$ cat src/hw/mdcr_params.svh
// constants for the motor driver configuration register bank
`ifndef MDCR_PARAMS_SVH
`define MDCR_PARAMS_SVH

// register offsets, reached through the two-wire bus pointer
`define MDCR_OFF_ADDR 8'h00
`define MDCR_OFF_BRIDGE 8'h01
`define MDCR_OFF_PROT 8'h02
`define MDCR_OFF_STATUS 8'h03

// reset values
`define MDCR_ADDR_RESET 7'h60
`define MDCR_BRIDGE_RESET 8'h00
`define MDCR_PROT_RESET 8'h00
`define MDCR_STATUS_RESET 8'h40
`define MDCR_EDGE_RESET 1'h1

// protection_control field positions
`define MDCR_PROT_CLEAR 7
`define MDCR_PROT_PIN_DIS 6
`define MDCR_PROT_RSVD 5
`define MDCR_PROT_DECAY 4
`define MDCR_PROT_OCP_RESP 3
`define MDCR_PROT_OLD_TRIG 2
`define MDCR_PROT_OLD_SUPP 1
`define MDCR_PROT_OLD_OFF 0

// bridge_control and status field positions
`define MDCR_BRIDGE_TORQUE 7
`define MDCR_BRIDGE_SRC 2
`define MDCR_STATUS_EDGE 6

// timing: clock period and output edge times in ns
`define MDCR_CLK_NS 40
`define MDCR_EDGE_FAST_NS 150
`define MDCR_EDGE_SLOW_NS 300
`define MDCR_EDGE_FAST_CYC \
  ((`MDCR_EDGE_FAST_NS + `MDCR_CLK_NS - 1) / `MDCR_CLK_NS)
`define MDCR_EDGE_SLOW_CYC \
  ((`MDCR_EDGE_SLOW_NS + `MDCR_CLK_NS - 1) / `MDCR_CLK_NS)

// overcurrent auto-retry wait in cycles, value not fixed elsewhere
`define MDCR_RETRY_CYCLES 1024

`endif

$ cat src/hw/mdcr_pkg.sv
// types shared by the motor driver configuration register bank
package mdcr_pkg;

  // bridge interface modes
  typedef enum logic [1:0] {
    MDCR_MODE_FOUR_PIN = 2'h0,
    MDCR_MODE_TWO_PIN = 2'h1,
    MDCR_MODE_PARALLEL = 2'h2,
    MDCR_MODE_HALF = 2'h3
  } mdcr_mode_t;

  // raw events from the detection circuits, one level each
  typedef struct packed {
    logic overcurrent;
    logic open_load;
    logic thermal;
    logic undervoltage;
  } mdcr_fault_evt_t;

  // settings handed to the power stage
  typedef struct packed {
    logic torque_half_select;
    logic [3:0] bridge_in;
    mdcr_mode_t mode;
    logic decay_slow;
    logic edge_rate_select;
  } mdcr_bridge_cfg_t;

  // serial slave states
  typedef enum logic [3:0] {
    MDCR_IDLE, MDCR_ADDR, MDCR_ADDR_ACK, MDCR_REG, MDCR_REG_ACK,
    MDCR_WDATA, MDCR_WDATA_ACK, MDCR_RDATA, MDCR_RDATA_ACK
  } mdcr_state_t;

endpackage
$ cat src/hw/mdcr_bus_edges.sv
// edge, start and stop detection on the two-wire bus pins
`timescale 1ns/1ps
module mdcr_bus_edges (
  input wire logic core_clk,
  input wire logic resetn,
  input wire logic scl_in,
  input wire logic sda_in,
  output logic scl_rise,
  output logic scl_fall,
  output logic start_seen,
  output logic stop_seen
);
  import mdcr_pkg::*;

  logic scl_q; // previous clock level
  logic sda_q; // previous data level

  // pins are already synchronous, one stage of history is enough
  always_ff @(posedge core_clk) begin
    if (!resetn) begin
      scl_q <= 1'h1;
      sda_q <= 1'h1;
    end else begin
      scl_q <= scl_in;
      sda_q <= sda_in;
    end
  end

  assign scl_rise = scl_in & ~scl_q;
  assign scl_fall = ~scl_in & scl_q;
  // data moving while the clock stays high frames a transfer
  assign start_seen = scl_in & scl_q & sda_q & ~sda_in;
  assign stop_seen = scl_in & scl_q & ~sda_q & sda_in;
endmodule

$ cat src/hw/mdcr_config_regs.sv
// two-wire slave and configuration registers of the motor driver
//
// Contract
// - address register: 7-bit field, reset 1100000b
// - address at 0x00, answers 0x60 after reset
// - bridge_control at 0x01 resets to zero
// - bit 7 halves torque current limit
// - bits 6..3 are bridge inputs four..one
// - bit 2 picks pins or register inputs
// - mode field: four-pin, two-pin, parallel, half
// - protection_control at 0x02, bit 5 reserved
// - clear command clears faults except open load
// - clear bit returns to zero by itself
// - bit 6 disables the fault pin
// - bit 3 picks auto retry or latch
// - writing bit 2 starts open-load check
// - bit 1 hides open load from pin
// - bit 0 turns bridge off on open load
// - status at 0x03 resets to 0x40
// - edge rate bit: 150 ns or 300 ns
// - status mirrors fault pin and four flags
// - write: address, register, data, stop, acks
// - read: pointer, repeated start, byte, nack
`timescale 1ns/1ps
`include "mdcr_params.svh"
module mdcr_config_regs #(
  parameter int RETRY_CYCLES = `MDCR_RETRY_CYCLES
) (
  input wire logic core_clk,
  input wire logic resetn,
  input wire logic scl_in,
  input wire logic sda_in,
  output logic sda_out,
  output logic sda_oe_n,
  input wire logic error_pin_low_in,
  output logic error_pin_low_out,
  output logic error_pin_low_oe_n,
  input wire logic [3:0] bridge_pin_in,
  input wire mdcr_pkg::mdcr_fault_evt_t fault_evt,
  output mdcr_pkg::mdcr_bridge_cfg_t bridge_cfg,
  output logic overcurrent_response,
  output logic open_load_bridge_off,
  output logic open_load_check_start,
  output logic bridge_hiz,
  output logic [3:0] edge_time_cycles
);
  import mdcr_pkg::*;

  localparam logic [3:0] EDGE_FAST = 4'(`MDCR_EDGE_FAST_CYC);
  localparam logic [3:0] EDGE_SLOW = 4'(`MDCR_EDGE_SLOW_CYC);

  // bus edge events
  logic scl_rise;
  logic scl_fall;
  logic start_seen;
  logic stop_seen;

  // serial slave state
  mdcr_state_t state; // transfer phase
  logic [7:0] shift_in; // received bits, msb first
  logic [7:0] shift_out; // byte being sent
  logic [3:0] bit_cnt; // clock rises seen in this byte
  logic [7:0] reg_ptr; // register pointer
  logic read_dir; // direction bit of the address byte
  logic [6:0] active_addr; // address in force for this transfer
  logic wr_strobe; // one-cycle register write
  logic [7:0] wr_data; // data with the strobe
  logic [7:0] rd_data; // selected read byte
  logic bus_release; // bus cut off by the fault pin pulled low by others while bit 6 disables it

  // registers
  logic [6:0] bus_address; // own bus address
  logic [7:0] bridge_control; // torque, inputs, source, mode
  logic [7:0] protection_control; // bits 6 and 4..0 stored, bit 5 held zero
  logic clear_faults_cmd; // self-clearing clear bit
  logic edge_rate_select; // slow edges when set
  logic [3:0] fault_flags; // ocp, open load, thermal, undervoltage

  mdcr_bus_edges u_edges (
    .core_clk(core_clk),
    .resetn(resetn),
    .scl_in(scl_in),
    .sda_in(sda_in),
    .scl_rise(scl_rise),
    .scl_fall(scl_fall),
    .start_seen(start_seen),
    .stop_seen(stop_seen)
  );

  mdcr_fault_core #(
    .RETRY_CYCLES(RETRY_CYCLES)
  ) u_faults (
    .core_clk(core_clk),
    .resetn(resetn),
    .fault_evt(fault_evt),
    .clear_pulse(clear_faults_cmd),
    .old_suppress(protection_control[`MDCR_PROT_OLD_SUPP]),
    .pin_disable(protection_control[`MDCR_PROT_PIN_DIS]),
    .latch_mode(protection_control[`MDCR_PROT_OCP_RESP]),
    .old_bridge_off(protection_control[`MDCR_PROT_OLD_OFF]),
    .flags(fault_flags),
    .pin_oe_n(error_pin_low_oe_n),
    .bridge_hiz(bridge_hiz)
  );

  // open-drain lines only ever pull low
  assign sda_out = 1'h0;
  assign error_pin_low_out = 1'h0;

  // a disabled fault pin held low by others detaches this slave
  assign bus_release = protection_control[`MDCR_PROT_PIN_DIS] &
                       ~error_pin_low_in;

  // read mux; unmapped offsets and reserved bits read zero
  always_comb begin
    rd_data = 8'h00;
    unique case (reg_ptr)
      `MDCR_OFF_ADDR: rd_data = {1'h0, bus_address};
      `MDCR_OFF_BRIDGE: rd_data = bridge_control;
      `MDCR_OFF_PROT: rd_data = {clear_faults_cmd,
                                 protection_control[6:0]};
      `MDCR_OFF_STATUS: rd_data = {1'h0, edge_rate_select, 1'h0,
                                   ~error_pin_low_in,
                                   fault_flags};
      default: rd_data = 8'h00;
    endcase
  end

  // byte-level slave; start and stop override any phase
  always_ff @(posedge core_clk) begin
    if (!resetn) begin
      state <= MDCR_IDLE;
      shift_in <= 8'h00;
      shift_out <= 8'h00;
      bit_cnt <= 4'h0;
      reg_ptr <= 8'h00;
      read_dir <= 1'h0;
      active_addr <= `MDCR_ADDR_RESET;
      sda_oe_n <= 1'h1;
      wr_strobe <= 1'h0;
      wr_data <= 8'h00;
    end else begin
      wr_strobe <= 1'h0;
      if (start_seen) begin
        // address written earlier takes effect here
        active_addr <= bus_address;
        state <= MDCR_ADDR;
        bit_cnt <= 4'h0;
        sda_oe_n <= 1'h1;
      end else if (stop_seen) begin
        state <= MDCR_IDLE;
        sda_oe_n <= 1'h1;
      end else begin
        if (scl_rise) begin
          shift_in <= {shift_in[6:0], sda_in};
          bit_cnt <= bit_cnt + 4'h1;
        end
        unique case (state)
          MDCR_IDLE: begin
            sda_oe_n <= 1'h1;
          end
          MDCR_ADDR: begin
            if (scl_fall && bit_cnt == 4'h8) begin
              // only a matching address is acknowledged
              if (shift_in[7:1] == active_addr && !bus_release) begin
                sda_oe_n <= 1'h0;
                read_dir <= shift_in[0];
                state <= MDCR_ADDR_ACK;
              end else begin
                state <= MDCR_IDLE;
              end
            end
          end
          MDCR_ADDR_ACK: begin
            if (scl_fall) begin
              bit_cnt <= 4'h0;
              if (read_dir) begin
                // the pointer from the write phase selects the byte
                shift_out <= {rd_data[6:0], 1'h1};
                sda_oe_n <= rd_data[7];
                state <= MDCR_RDATA;
              end else begin
                sda_oe_n <= 1'h1;
                state <= MDCR_REG;
              end
            end
          end
          MDCR_REG: begin
            if (scl_fall && bit_cnt == 4'h8) begin
              reg_ptr <= shift_in;
              sda_oe_n <= 1'h0;
              state <= MDCR_REG_ACK;
            end
          end
          MDCR_REG_ACK: begin
            if (scl_fall) begin
              bit_cnt <= 4'h0;
              sda_oe_n <= 1'h1;
              state <= MDCR_WDATA;
            end
          end
          MDCR_WDATA: begin
            if (scl_fall && bit_cnt == 4'h8) begin
              wr_strobe <= 1'h1;
              wr_data <= shift_in;
              sda_oe_n <= 1'h0;
              state <= MDCR_WDATA_ACK;
            end
          end
          MDCR_WDATA_ACK: begin
            // one data byte per transfer, later bytes go unanswered
            if (scl_fall) begin
              sda_oe_n <= 1'h1;
              state <= MDCR_IDLE;
            end
          end
          MDCR_RDATA: begin
            if (scl_fall) begin
              if (bit_cnt == 4'h8) begin
                sda_oe_n <= 1'h1;
                state <= MDCR_RDATA_ACK;
              end else begin
                sda_oe_n <= shift_out[7];
                shift_out <= {shift_out[6:0], 1'h1};
              end
            end
          end
          MDCR_RDATA_ACK: begin
            // master answers with nack, then stop
            if (scl_rise) begin
              state <= MDCR_IDLE;
            end
          end
        endcase
      end
    end
  end

  // address register, reserved top bit not stored
  always_ff @(posedge core_clk) begin
    if (!resetn) begin
      bus_address <= `MDCR_ADDR_RESET;
    end else if (wr_strobe && reg_ptr == `MDCR_OFF_ADDR) begin
      bus_address <= wr_data[6:0];
    end
  end

  // bridge_control, all bits writable
  always_ff @(posedge core_clk) begin
    if (!resetn) begin
      bridge_control <= `MDCR_BRIDGE_RESET;
    end else if (wr_strobe && reg_ptr == `MDCR_OFF_BRIDGE) begin
      bridge_control <= wr_data;
    end
  end

  // protection_control; reserved bit 5 forced to zero
  always_ff @(posedge core_clk) begin
    if (!resetn) begin
      protection_control <= `MDCR_PROT_RESET;
    end else if (wr_strobe && reg_ptr == `MDCR_OFF_PROT) begin
      protection_control <= {1'h0, wr_data[6], 1'h0,
                             wr_data[4:0]};
    end
  end

  // clear bit lives one cycle: the clear itself takes that cycle
  always_ff @(posedge core_clk) begin
    if (!resetn) begin
      clear_faults_cmd <= 1'h0;
    end else begin
      clear_faults_cmd <= wr_strobe && reg_ptr == `MDCR_OFF_PROT &&
                          wr_data[`MDCR_PROT_CLEAR];
    end
  end

  // each write of a one to the trigger bit starts a check
  always_ff @(posedge core_clk) begin
    if (!resetn) begin
      open_load_check_start <= 1'h0;
    end else begin
      open_load_check_start <= wr_strobe &&
                               reg_ptr == `MDCR_OFF_PROT &&
                               wr_data[`MDCR_PROT_OLD_TRIG];
    end
  end

  // status register: only the edge rate bit is writable
  always_ff @(posedge core_clk) begin
    if (!resetn) begin
      edge_rate_select <= `MDCR_EDGE_RESET;
    end else if (wr_strobe && reg_ptr == `MDCR_OFF_STATUS) begin
      edge_rate_select <= wr_data[`MDCR_STATUS_EDGE];
    end
  end

  // settings to the power stage, registered
  always_ff @(posedge core_clk) begin
    if (!resetn) begin
      bridge_cfg <= mdcr_bridge_cfg_t'(9'(`MDCR_EDGE_RESET));
      overcurrent_response <= 1'h0;
      open_load_bridge_off <= 1'h0;
      edge_time_cycles <= EDGE_SLOW;
    end else begin
      bridge_cfg.torque_half_select <=
        bridge_control[`MDCR_BRIDGE_TORQUE];
      // source select: pins or the register copies of inputs four..one
      bridge_cfg.bridge_in <= bridge_control[`MDCR_BRIDGE_SRC] ?
                              bridge_control[6:3] :
                              bridge_pin_in;
      bridge_cfg.mode <= mdcr_mode_t'(bridge_control[1:0]);
      bridge_cfg.decay_slow <=
        protection_control[`MDCR_PROT_DECAY];
      bridge_cfg.edge_rate_select <= edge_rate_select;
      overcurrent_response <=
        protection_control[`MDCR_PROT_OCP_RESP];
      open_load_bridge_off <=
        protection_control[`MDCR_PROT_OLD_OFF];
      edge_time_cycles <= edge_rate_select ? EDGE_SLOW :
                          EDGE_FAST;
    end
  end

  property p_addr_reset;
    @(posedge core_clk) $past(!resetn) && resetn |->
      bus_address == 7'h60 && active_addr == 7'h60;
  endproperty
  a_addr_reset: assert property (p_addr_reset)
    else $error("bus address not at reset value");

  property p_clear_self;
    @(posedge core_clk) disable iff (!resetn)
      clear_faults_cmd && !wr_strobe |=> !clear_faults_cmd;
  endproperty
  a_clear_self: assert property (p_clear_self)
    else $error("clear bit did not return to zero");

  property p_src_select;
    @(posedge core_clk) disable iff (!resetn)
      bridge_control[`MDCR_BRIDGE_SRC] |=>
      bridge_cfg.bridge_in == $past(bridge_control[6:3]);
  endproperty
  a_src_select: assert property (p_src_select)
    else $error("bridge inputs not from register bits");

  property p_pin_disable;
    @(posedge core_clk) disable iff (!resetn)
      protection_control[`MDCR_PROT_PIN_DIS] |=> error_pin_low_oe_n;
  endproperty
  a_pin_disable: assert property (p_pin_disable)
    else $error("disabled fault pin driven");

  property p_rsvd_zero;
    @(posedge core_clk) disable iff (!resetn)
      !protection_control[`MDCR_PROT_RSVD] && !protection_control[7];
  endproperty
  a_rsvd_zero: assert property (p_rsvd_zero)
    else $error("reserved bit stored");

  property p_mismatch_noack;
    @(posedge core_clk) disable iff (!resetn)
      state == MDCR_ADDR && scl_fall && bit_cnt == 4'h8 &&
      !start_seen && !stop_seen && shift_in[7:1] != active_addr
      |=> sda_oe_n && state == MDCR_IDLE;
  endproperty
  a_mismatch_noack: assert property (p_mismatch_noack)
    else $error("foreign address acknowledged");

  property p_status_mirror;
    @(posedge core_clk) disable iff (!resetn)
      reg_ptr == `MDCR_OFF_STATUS |->
      rd_data[4] == !error_pin_low_in && rd_data[3:0] == fault_flags;
  endproperty
  a_status_mirror: assert property (p_status_mirror)
    else $error("status byte wrong");

  property p_edge_time;
    @(posedge core_clk) disable iff (!resetn)
      edge_rate_select ##1 edge_rate_select |-> edge_time_cycles == 4'h8;
  endproperty
  a_edge_time: assert property (p_edge_time)
    else $error("slow edge count wrong");

  property p_trigger_pulse;
    @(posedge core_clk) disable iff (!resetn)
      wr_strobe && reg_ptr == `MDCR_OFF_PROT && wr_data[2] |=>
      open_load_check_start ##1 !open_load_check_start;
  endproperty
  a_trigger_pulse: assert property (p_trigger_pulse)
    else $error("open load check not started once");
endmodule

$ cat src/hw/mdcr_fault_core.sv
// latched fault flags, clear handling, retry timer and fault pin
`timescale 1ns/1ps
`include "mdcr_params.svh"
module mdcr_fault_core #(
  parameter int RETRY_CYCLES = `MDCR_RETRY_CYCLES
) (
  input wire logic core_clk,
  input wire logic resetn,
  input wire mdcr_pkg::mdcr_fault_evt_t fault_evt,
  input wire logic clear_pulse,
  input wire logic old_suppress,
  input wire logic pin_disable,
  input wire logic latch_mode,
  input wire logic old_bridge_off,
  output logic [3:0] flags,
  output logic pin_oe_n,
  output logic bridge_hiz
);
  import mdcr_pkg::*;

  logic overcurrent_flag; // sticky overcurrent
  logic open_load_flag; // sticky open load, reset only
  logic thermal_trip_flag; // sticky thermal shutdown
  logic undervoltage_flag; // sticky undervoltage
  logic [15:0] retry_cnt; // auto-retry countdown
  logic fault_active; // anything that pulls the pin

  // set wins over clear so no event is lost in the clear cycle
  always_ff @(posedge core_clk) begin
    if (!resetn) begin
      overcurrent_flag <= 1'h0;
      open_load_flag <= 1'h0;
      thermal_trip_flag <= 1'h0;
      undervoltage_flag <= 1'h0;
    end else begin
      overcurrent_flag <= (overcurrent_flag & ~clear_pulse) |
                          fault_evt.overcurrent;
      thermal_trip_flag <= (thermal_trip_flag & ~clear_pulse) |
                           fault_evt.thermal;
      undervoltage_flag <= (undervoltage_flag & ~clear_pulse) |
                           fault_evt.undervoltage;
      // open load survives the clear command
      open_load_flag <= open_load_flag | fault_evt.open_load;
    end
  end

  // retry wait restarts on every overcurrent event
  always_ff @(posedge core_clk) begin
    if (!resetn) begin
      retry_cnt <= 16'h0000;
    end else if (fault_evt.overcurrent) begin
      retry_cnt <= 16'(RETRY_CYCLES);
    end else if (retry_cnt != 16'h0000) begin
      retry_cnt <= retry_cnt - 16'h0001;
    end
  end

  assign fault_active = overcurrent_flag | thermal_trip_flag |
                        undervoltage_flag |
                        (open_load_flag & ~old_suppress);

  // open-drain pin, enable low while pulling low
  always_ff @(posedge core_clk) begin
    if (!resetn) begin
      pin_oe_n <= 1'h1;
    end else begin
      pin_oe_n <= ~(fault_active & ~pin_disable);
    end
  end

  // latch mode holds off until cleared, auto mode waits out the retry
  assign bridge_hiz = fault_evt.thermal | fault_evt.undervoltage |
                      (latch_mode ? overcurrent_flag :
                       (retry_cnt != 16'h0000)) |
                      (open_load_flag & old_bridge_off);

  assign flags = {overcurrent_flag, open_load_flag, thermal_trip_flag,
                  undervoltage_flag};

  property p_clear_keeps_old;
    @(posedge core_clk) disable iff (!resetn)
      open_load_flag && clear_pulse |=> open_load_flag;
  endproperty
  a_clear_keeps_old: assert property (p_clear_keeps_old)
    else $error("open load flag lost on clear");

  property p_clear_drops_ocp;
    @(posedge core_clk) disable iff (!resetn)
      clear_pulse && !fault_evt.overcurrent |=> !overcurrent_flag;
  endproperty
  a_clear_drops_ocp: assert property (p_clear_drops_ocp)
    else $error("overcurrent flag not cleared");

  property p_latch_hiz;
    @(posedge core_clk) disable iff (!resetn)
      latch_mode && overcurrent_flag |-> bridge_hiz;
  endproperty
  a_latch_hiz: assert property (p_latch_hiz)
    else $error("latched overcurrent left bridge on");
endmodule

$ cat config.mk
export PLATFORM = sky130hd
export DESIGN_NAME = mdcr_config_regs
export DESIGN_NICKNAME = d
export VERILOG_FILES = /design/src/hw/mdcr_pkg.sv /design/src/hw/mdcr_bus_edges.sv /design/src/hw/mdcr_config_regs.sv /design/src/hw/mdcr_fault_core.sv
export VERILOG_INCLUDE_DIRS = /design/src /design/src/hw
export SDC_FILE = /design/constraint.sdc
export NUM_CORES = 1
export LEC_CHECK = 0
export BUFFER_PORTS_ARGS = -buffer_cell sky130_fd_sc_hd__buf_2
export CAP_MARGIN = 10
export CORE_UTILIZATION = 36
export CTS_BUF_LIST = sky130_fd_sc_hd__clkbuf_2
export DETAILED_ROUTE_END_ITERATION = 10
export SLEW_MARGIN = 0
export SYNTH_ARGS = -nofsm -noshare
export SYNTH_HDL_FRONTEND = slang
export SYNTH_SLANG_ARGS = --single-unit
$ cat constraint.sdc
create_clock -name core_clk -period 2 [get_ports core_clk]
set_input_delay 0.5 -clock core_clk [delete_from_list [all_inputs] [get_ports core_clk]]
set_output_delay 0.5 -clock core_clk [all_outputs]
set_load 0.01 [all_outputs]
# Yosys cells after proc, flatten, opt, wreduce, memory -nomap -nowiden
# Index checks and enable logic that the tools add are counted.
dict set report word_totals {
  ff_bits 112
  inputBits 13
  output_inout_bits 21
  word_cells 179
}
dict set report op_classes {
  addsub 2
  eq_ne 36
  n_mux 38
  bitwise_logic 37
  reduce_logical 32
}
# operator count
set op_table {}
lappend op_table {{4-bit two-way mux} 14}
lappend op_table {{4-bit != test, second input constant} 9}
lappend op_table {{8-bit two-way mux} 4}
lappend op_table {{4-bit one-hot mux with 8 select lines} 1}
lappend op_table {{8-bit one-hot mux with 4 select lines} 1}
lappend op_table {{2-bit != test, second input constant} 12}
lappend op_table {{11-bit two-way mux} 2}
lappend op_table {{10-bit AND reduction} 2}
lappend op_table {{4-bit by 3-bit equality test with 1-bit output, second input constant} 4}
lappend op_table {{8-bit by 2-bit equality test with 1-bit output, second input constant} 2}
lappend op_table {{8-bit one-hot mux with 2 select lines} 1}
lappend op_table {{16-bit nonzero test} 1}
lappend op_table {{16-bit by 1-bit subtractor with 16-bit output, second input constant} 1}
lappend op_table {{1-bit bitwise AND} 14}
lappend op_table {{7-bit AND reduction} 2}
lappend op_table {{1-bit inverter} 13}
lappend op_table {{1-bit two-way mux} 12}
lappend op_table {{1-bit bitwise OR} 10}
lappend op_table {{10-bit nonzero test} 1}
lappend op_table {{2-bit OR reduction} 5}
lappend op_table {{4-bit by 2-bit equality test with 1-bit output, second input constant} 2}
lappend op_table {{4-bit equality test, second input constant} 2}
lappend op_table {{8-bit by 1-bit equality test with 1-bit output, second input constant} 1}
lappend op_table {{1-bit logical AND} 8}
lappend op_table {{other kinds (18)} 21}

# Longest topological paths before layout
dict set report logic_depth {
  depth_word 9
  ltp_mapped 10
  ltp_nobuf 7
}

# By module
# From an unflattened synthesis, not the netlist that was laid out.
dict set report hier_totals {
  cells_unflattened 500
  area_unflattened_um2 4880.9
}
# module instances cells_each area_per_inst_um2 seq_area_each_um2
set modules_own_cells {}
lappend modules_own_cells {mdcr_config_regs 1 378 3714.8 1721.7}
lappend modules_own_cells {mdcr_fault_core 1 114 1081.0 420.4}
lappend modules_own_cells {mdcr_bus_edges 1 8 85.1 40.0}

# Worst setup path after synthesis
# No wires, ideal clock.
dict set report synth_timing {
  path_kind {register -> output}
  start {register u_faults.retry_cnt[10]}
  end {output port bridge_hiz}
  arrival_ns 1.442
  required_ns 1.500
  slack_ns 0.058
  path_stages_with_launch 5
  path_buffers 0
  path_cell_list {dfxtp_1 or4_4 nand4b_4 nor2_2 o21ai_0}
}
dict set report synth_via {
  elab_chain_len 4
}
# element line
set synth_rtl {}
lappend synth_rtl {{from (decl)} mdcr_fault_core.sv:25} ;# logic [15:0] retry_cnt;
lappend synth_rtl {{from (signal assigned)} mdcr_fault_core.sv:52} ;# retry_cnt <= 16'(RETRY_CYCLES);
lappend synth_rtl {{from (signal assigned)} mdcr_fault_core.sv:54} ;# retry_cnt <= retry_cnt - 16'h0001;
lappend synth_rtl {{16-bit nonzero test} mdcr_fault_core.sv:74} ;# (retry_cnt != 16'h0000)) |
lappend synth_rtl {{1-bit two-way mux} mdcr_fault_core.sv:73} ;# (latch_mode ? overcurrent_flag :
lappend synth_rtl {{1-bit bitwise OR} mdcr_fault_core.sv:72} ;# assign bridge_hiz = fault_evt.thermal | fault_evt.undervoltage |
lappend synth_rtl {{1-bit bitwise OR} mdcr_fault_core.sv:74}
lappend synth_rtl {{to (decl)} mdcr_config_regs.sv:44} ;# output logic bridge_hiz,
# No other way between the ends.

# Worst setup path in the final report
# Same ends and word-level chain as after synthesis.

==> metrics.txt <==
Initial Util 37.3%; pin count of the biggest net entering global routing 33; Slew Limit Fails 0; final setup margin -0.585 ns; GR Util met1 21.3%; initial antenna violation count 0; worst-margin pin slew 0.752 ns; CP Class register to output pin; final instance area 5570 sq um; multi-input logic area 2480 sq um; crit path launch type register; crit path max fanout 4; Worst-path clk slew 0.28 ns; num ports 34; RSZ-0062 raised after global routing yes; busiest grt layer met2; mean post-synth cell area 9.24 sq um; pwr dens 981 nW/um^2; vias 3801; Hold Path Class primary input to register; Max Cap Violations 0; DR vias/cell 5.07; Post-Syn Area 4770 sq um; outcome complete, but fails checks; critical path's slowest cell or4_4; Reg area 2190 sq um; CTS Hold Buffers Added 0; I/O Buffers 29; worst hold stages 3; met2 Use GR 31.3%; Crit. End Element output pin; CTS tree done; placed instance area 5310 sq um; Worst slew margin 48.6%; Tmin final 2.59 ns; vias in the first global route 3601; M3 GR Usage 4.84%; CTS Buf Count 9; GP Congestion 0.884; Num Clock Sinks 109; # rows 41; Die W 117 microns; Final HPWL DP 8.30 mm; Mapped Cells 516; Yosys warning total 0; total core area 12800 sq um; reg2reg end u_faults.retry_cnt[2]; Final Util 43.6%; DR DRC count 0; nets 588; first-pass GRT wire length 18.3 mm; Clock Tree Root clkbuf_2; number of flops mapped to enable cells by yosys 0; Non-Filler Instances 749; Critical Path AT 2.09 ns; worst hold slack 0.0855 ns; Placed Instances 727; Initial DRT Pass Iterations 5; DR WL/cell 15.1 microns; WHS Endpoint bridge_cfg[4]; synthesized flop and latch total 109; R2R Path Start u_faults.retry_cnt[10]; ys flop type dfxtp_1; ant diodes 0; area grow syn2layout 16.7%; Leakage 2.28 nW; period utilisation layout 129%; Seq/Total Area, Yosys 45.8%; peak supply drop 1.14 mV; drt first-iter violations 263; clk_skew 0.0338 ns; Routed Antenna Nets 0; Fillers 1263; layout cell share with drive strength beyond 1 23.2%; global route total overflow 0; # setup viols final 1; R2R depth 7; final hold vios 0; Fmax 387 MHz; clock latency on the worst-skew pair 0.62 ns; crit-path cells or4_4 > nand4b_4 > nor2_4 > o21ai_2 > buf_2; failing checks negative setup slack; die area 13700 sq um; final WL 11.3 mm; CP required 1.50 ns; H-tree depth 3; ys async rst share 0%; Cell variety after synth 59; hold path startpoint bridge_pin_in[0]; max incr delay on CP 0.55 ns; R2R Setup Slk 0.02 ns; clk buf depth 2; gr usage total 17.8%; setup_tns -0.585 ns; die height 117 microns
## logic make-up (layout without fill, tap and decap cells)
kind of cell,Yosys count,after routing,synth area share (%)
buffers and inverters,50,108,4.72
flip-flops,109,109,45.8
AND/OR/NAND/NOR,200,200,21.2
multiplexers,55,55,13.1
adder cells (fa/ha/maj),4,4,0.997
AO/OA/AOI/OAI,79,79,10.8
XOR/XNOR,18,18,3.31
other,1,4,0.0786
## cells in the mapped netlist (all sizes together), types with 2 or more instances
cell	n	area, sq um
dfxtp	109	2180
nor2	87	329
mux2i	48	480
nand2	48	180
a21oi	27	135
clkbuf	18	67.6
inv	16	60.1
buf	15	93.8
a211oi	14	105
xor2	13	114
o21ai	12	60.1
nor3	10	66.3
and2	9	56.3
a22oi	7	52.6
mux4	6	135
nand4	6	37.5
and3	5	31.3
nand3	5	25.0
nor2b	5	31.3
xnor2	5	43.8
nand2b	4	25.0
o211ai	4	30.0
a2111oi	3	38.8
ha	3	37.5
or3	3	18.8
a31oi	2	12.5
and3b	2	17.5
and4b	2	20.0
nand4b	2	32.5
nor3b	2	15.0
nor4	2	27.5
o21a	2	15.0
o31ai	2	15.0
or4	2	22.5
or4b	2	20.0
## state kept, by name, indices dropped and copies added (netlist names), 7 cells and up
signal,flops
bridge_cfg,8
bus_address,7
active_addr,7
shift_in,8
shift_out,8
wr_data,8
reg_ptr,8
u_faults.retry_cnt,16
bridge_control,8
## power by group
| part | leakage [nW] | total [W] | switching (W) | internal (W) |
|---|---|---|---|---|
| Combinational | 1.33 | 0.00209 | 0.00103 | 0.00106 |
| Clock | 0.0597 | 0.000888 | 0.000720 | 0.000168 |
| Sequential | 0.888 | 0.00248 | 0.000154 | 0.00233 |
## final cells by class
cell class / count / share of cell area (%)
multi-input combinational: 360 / 44.6
sequential: 109 / 39.4
timing repair buffer: 75 / 9.33
tap: 172 / 3.87
inverter: 17 / 1.15
clock buffer: 10 / 0.899
clock inverter: 6 / 0.697
## layer usage
layer,routed length (microns),up-vias
li1,-,1895
met1,5090,1843
met2,5730,51
met3,340,12
met4,161,0
met5,0,-
## critical path: cells and delay by family (launching register included)
kind	cells	cell delay (ns)
AOI/OAI and AO/OA	1	0.07
buffers and inverters	1	0.14
DFF	1	0.39
and+or+nand+nor	3	0.87
## per-stage QoR
step	power, W	setup slack (ns)
floorplan	0.00370	0.0581
detailed placement	0.00434	-0.00706
global placement	0.00428	0.0378
global route	0.00584	-0.723
finish	0.00546	-0.585
CTS	0.00567	-0.671
## worst max-delay path by stage
stage                                      start    endpoint  slack (ns)  cells past startpoint
after floorplan           u_faults.retry_cnt[10]  bridge_hiz        0.06                      4
after global placement                    scl_in    state[0]        0.04                      6
after detailed placement                  scl_in    state[1]      -0.007                      6
after CTS                 u_faults.retry_cnt[11]  bridge_hiz       -0.67                      5
after global routing      u_faults.retry_cnt[10]  bridge_hiz       -0.72                      5
final                     u_faults.retry_cnt[10]  bridge_hiz       -0.59                      5
## repair_timing
action,4_1_cts,5_1_grt
setup buffers,9,4
gates resized for setup,13,24
cloned,0,0
pin swaps,4,11
endpoints found under the setup margin,1,19
## layout by cell type (no fill, tap or decap), drive strengths merged, types with 3 or more instances in the layout
master and count:
a211oi 14, nand2 48, nand3 5, clkbuf 10, a21oi 27, mux2i 48, o21ai 12, xnor2 5
a2111oi 3, and2 9, nand2b 4, ha 3, inv 18, nand4 6, nor2 87, nor3 10
and3 5, clkinv 4, buf 75, mux4 6, nor2b 5, o211ai 4, or3 3, dfxtp 109
a22oi 7, xor2 13, conb 4
No activity file was read; power rests on OpenSTA's default activity.
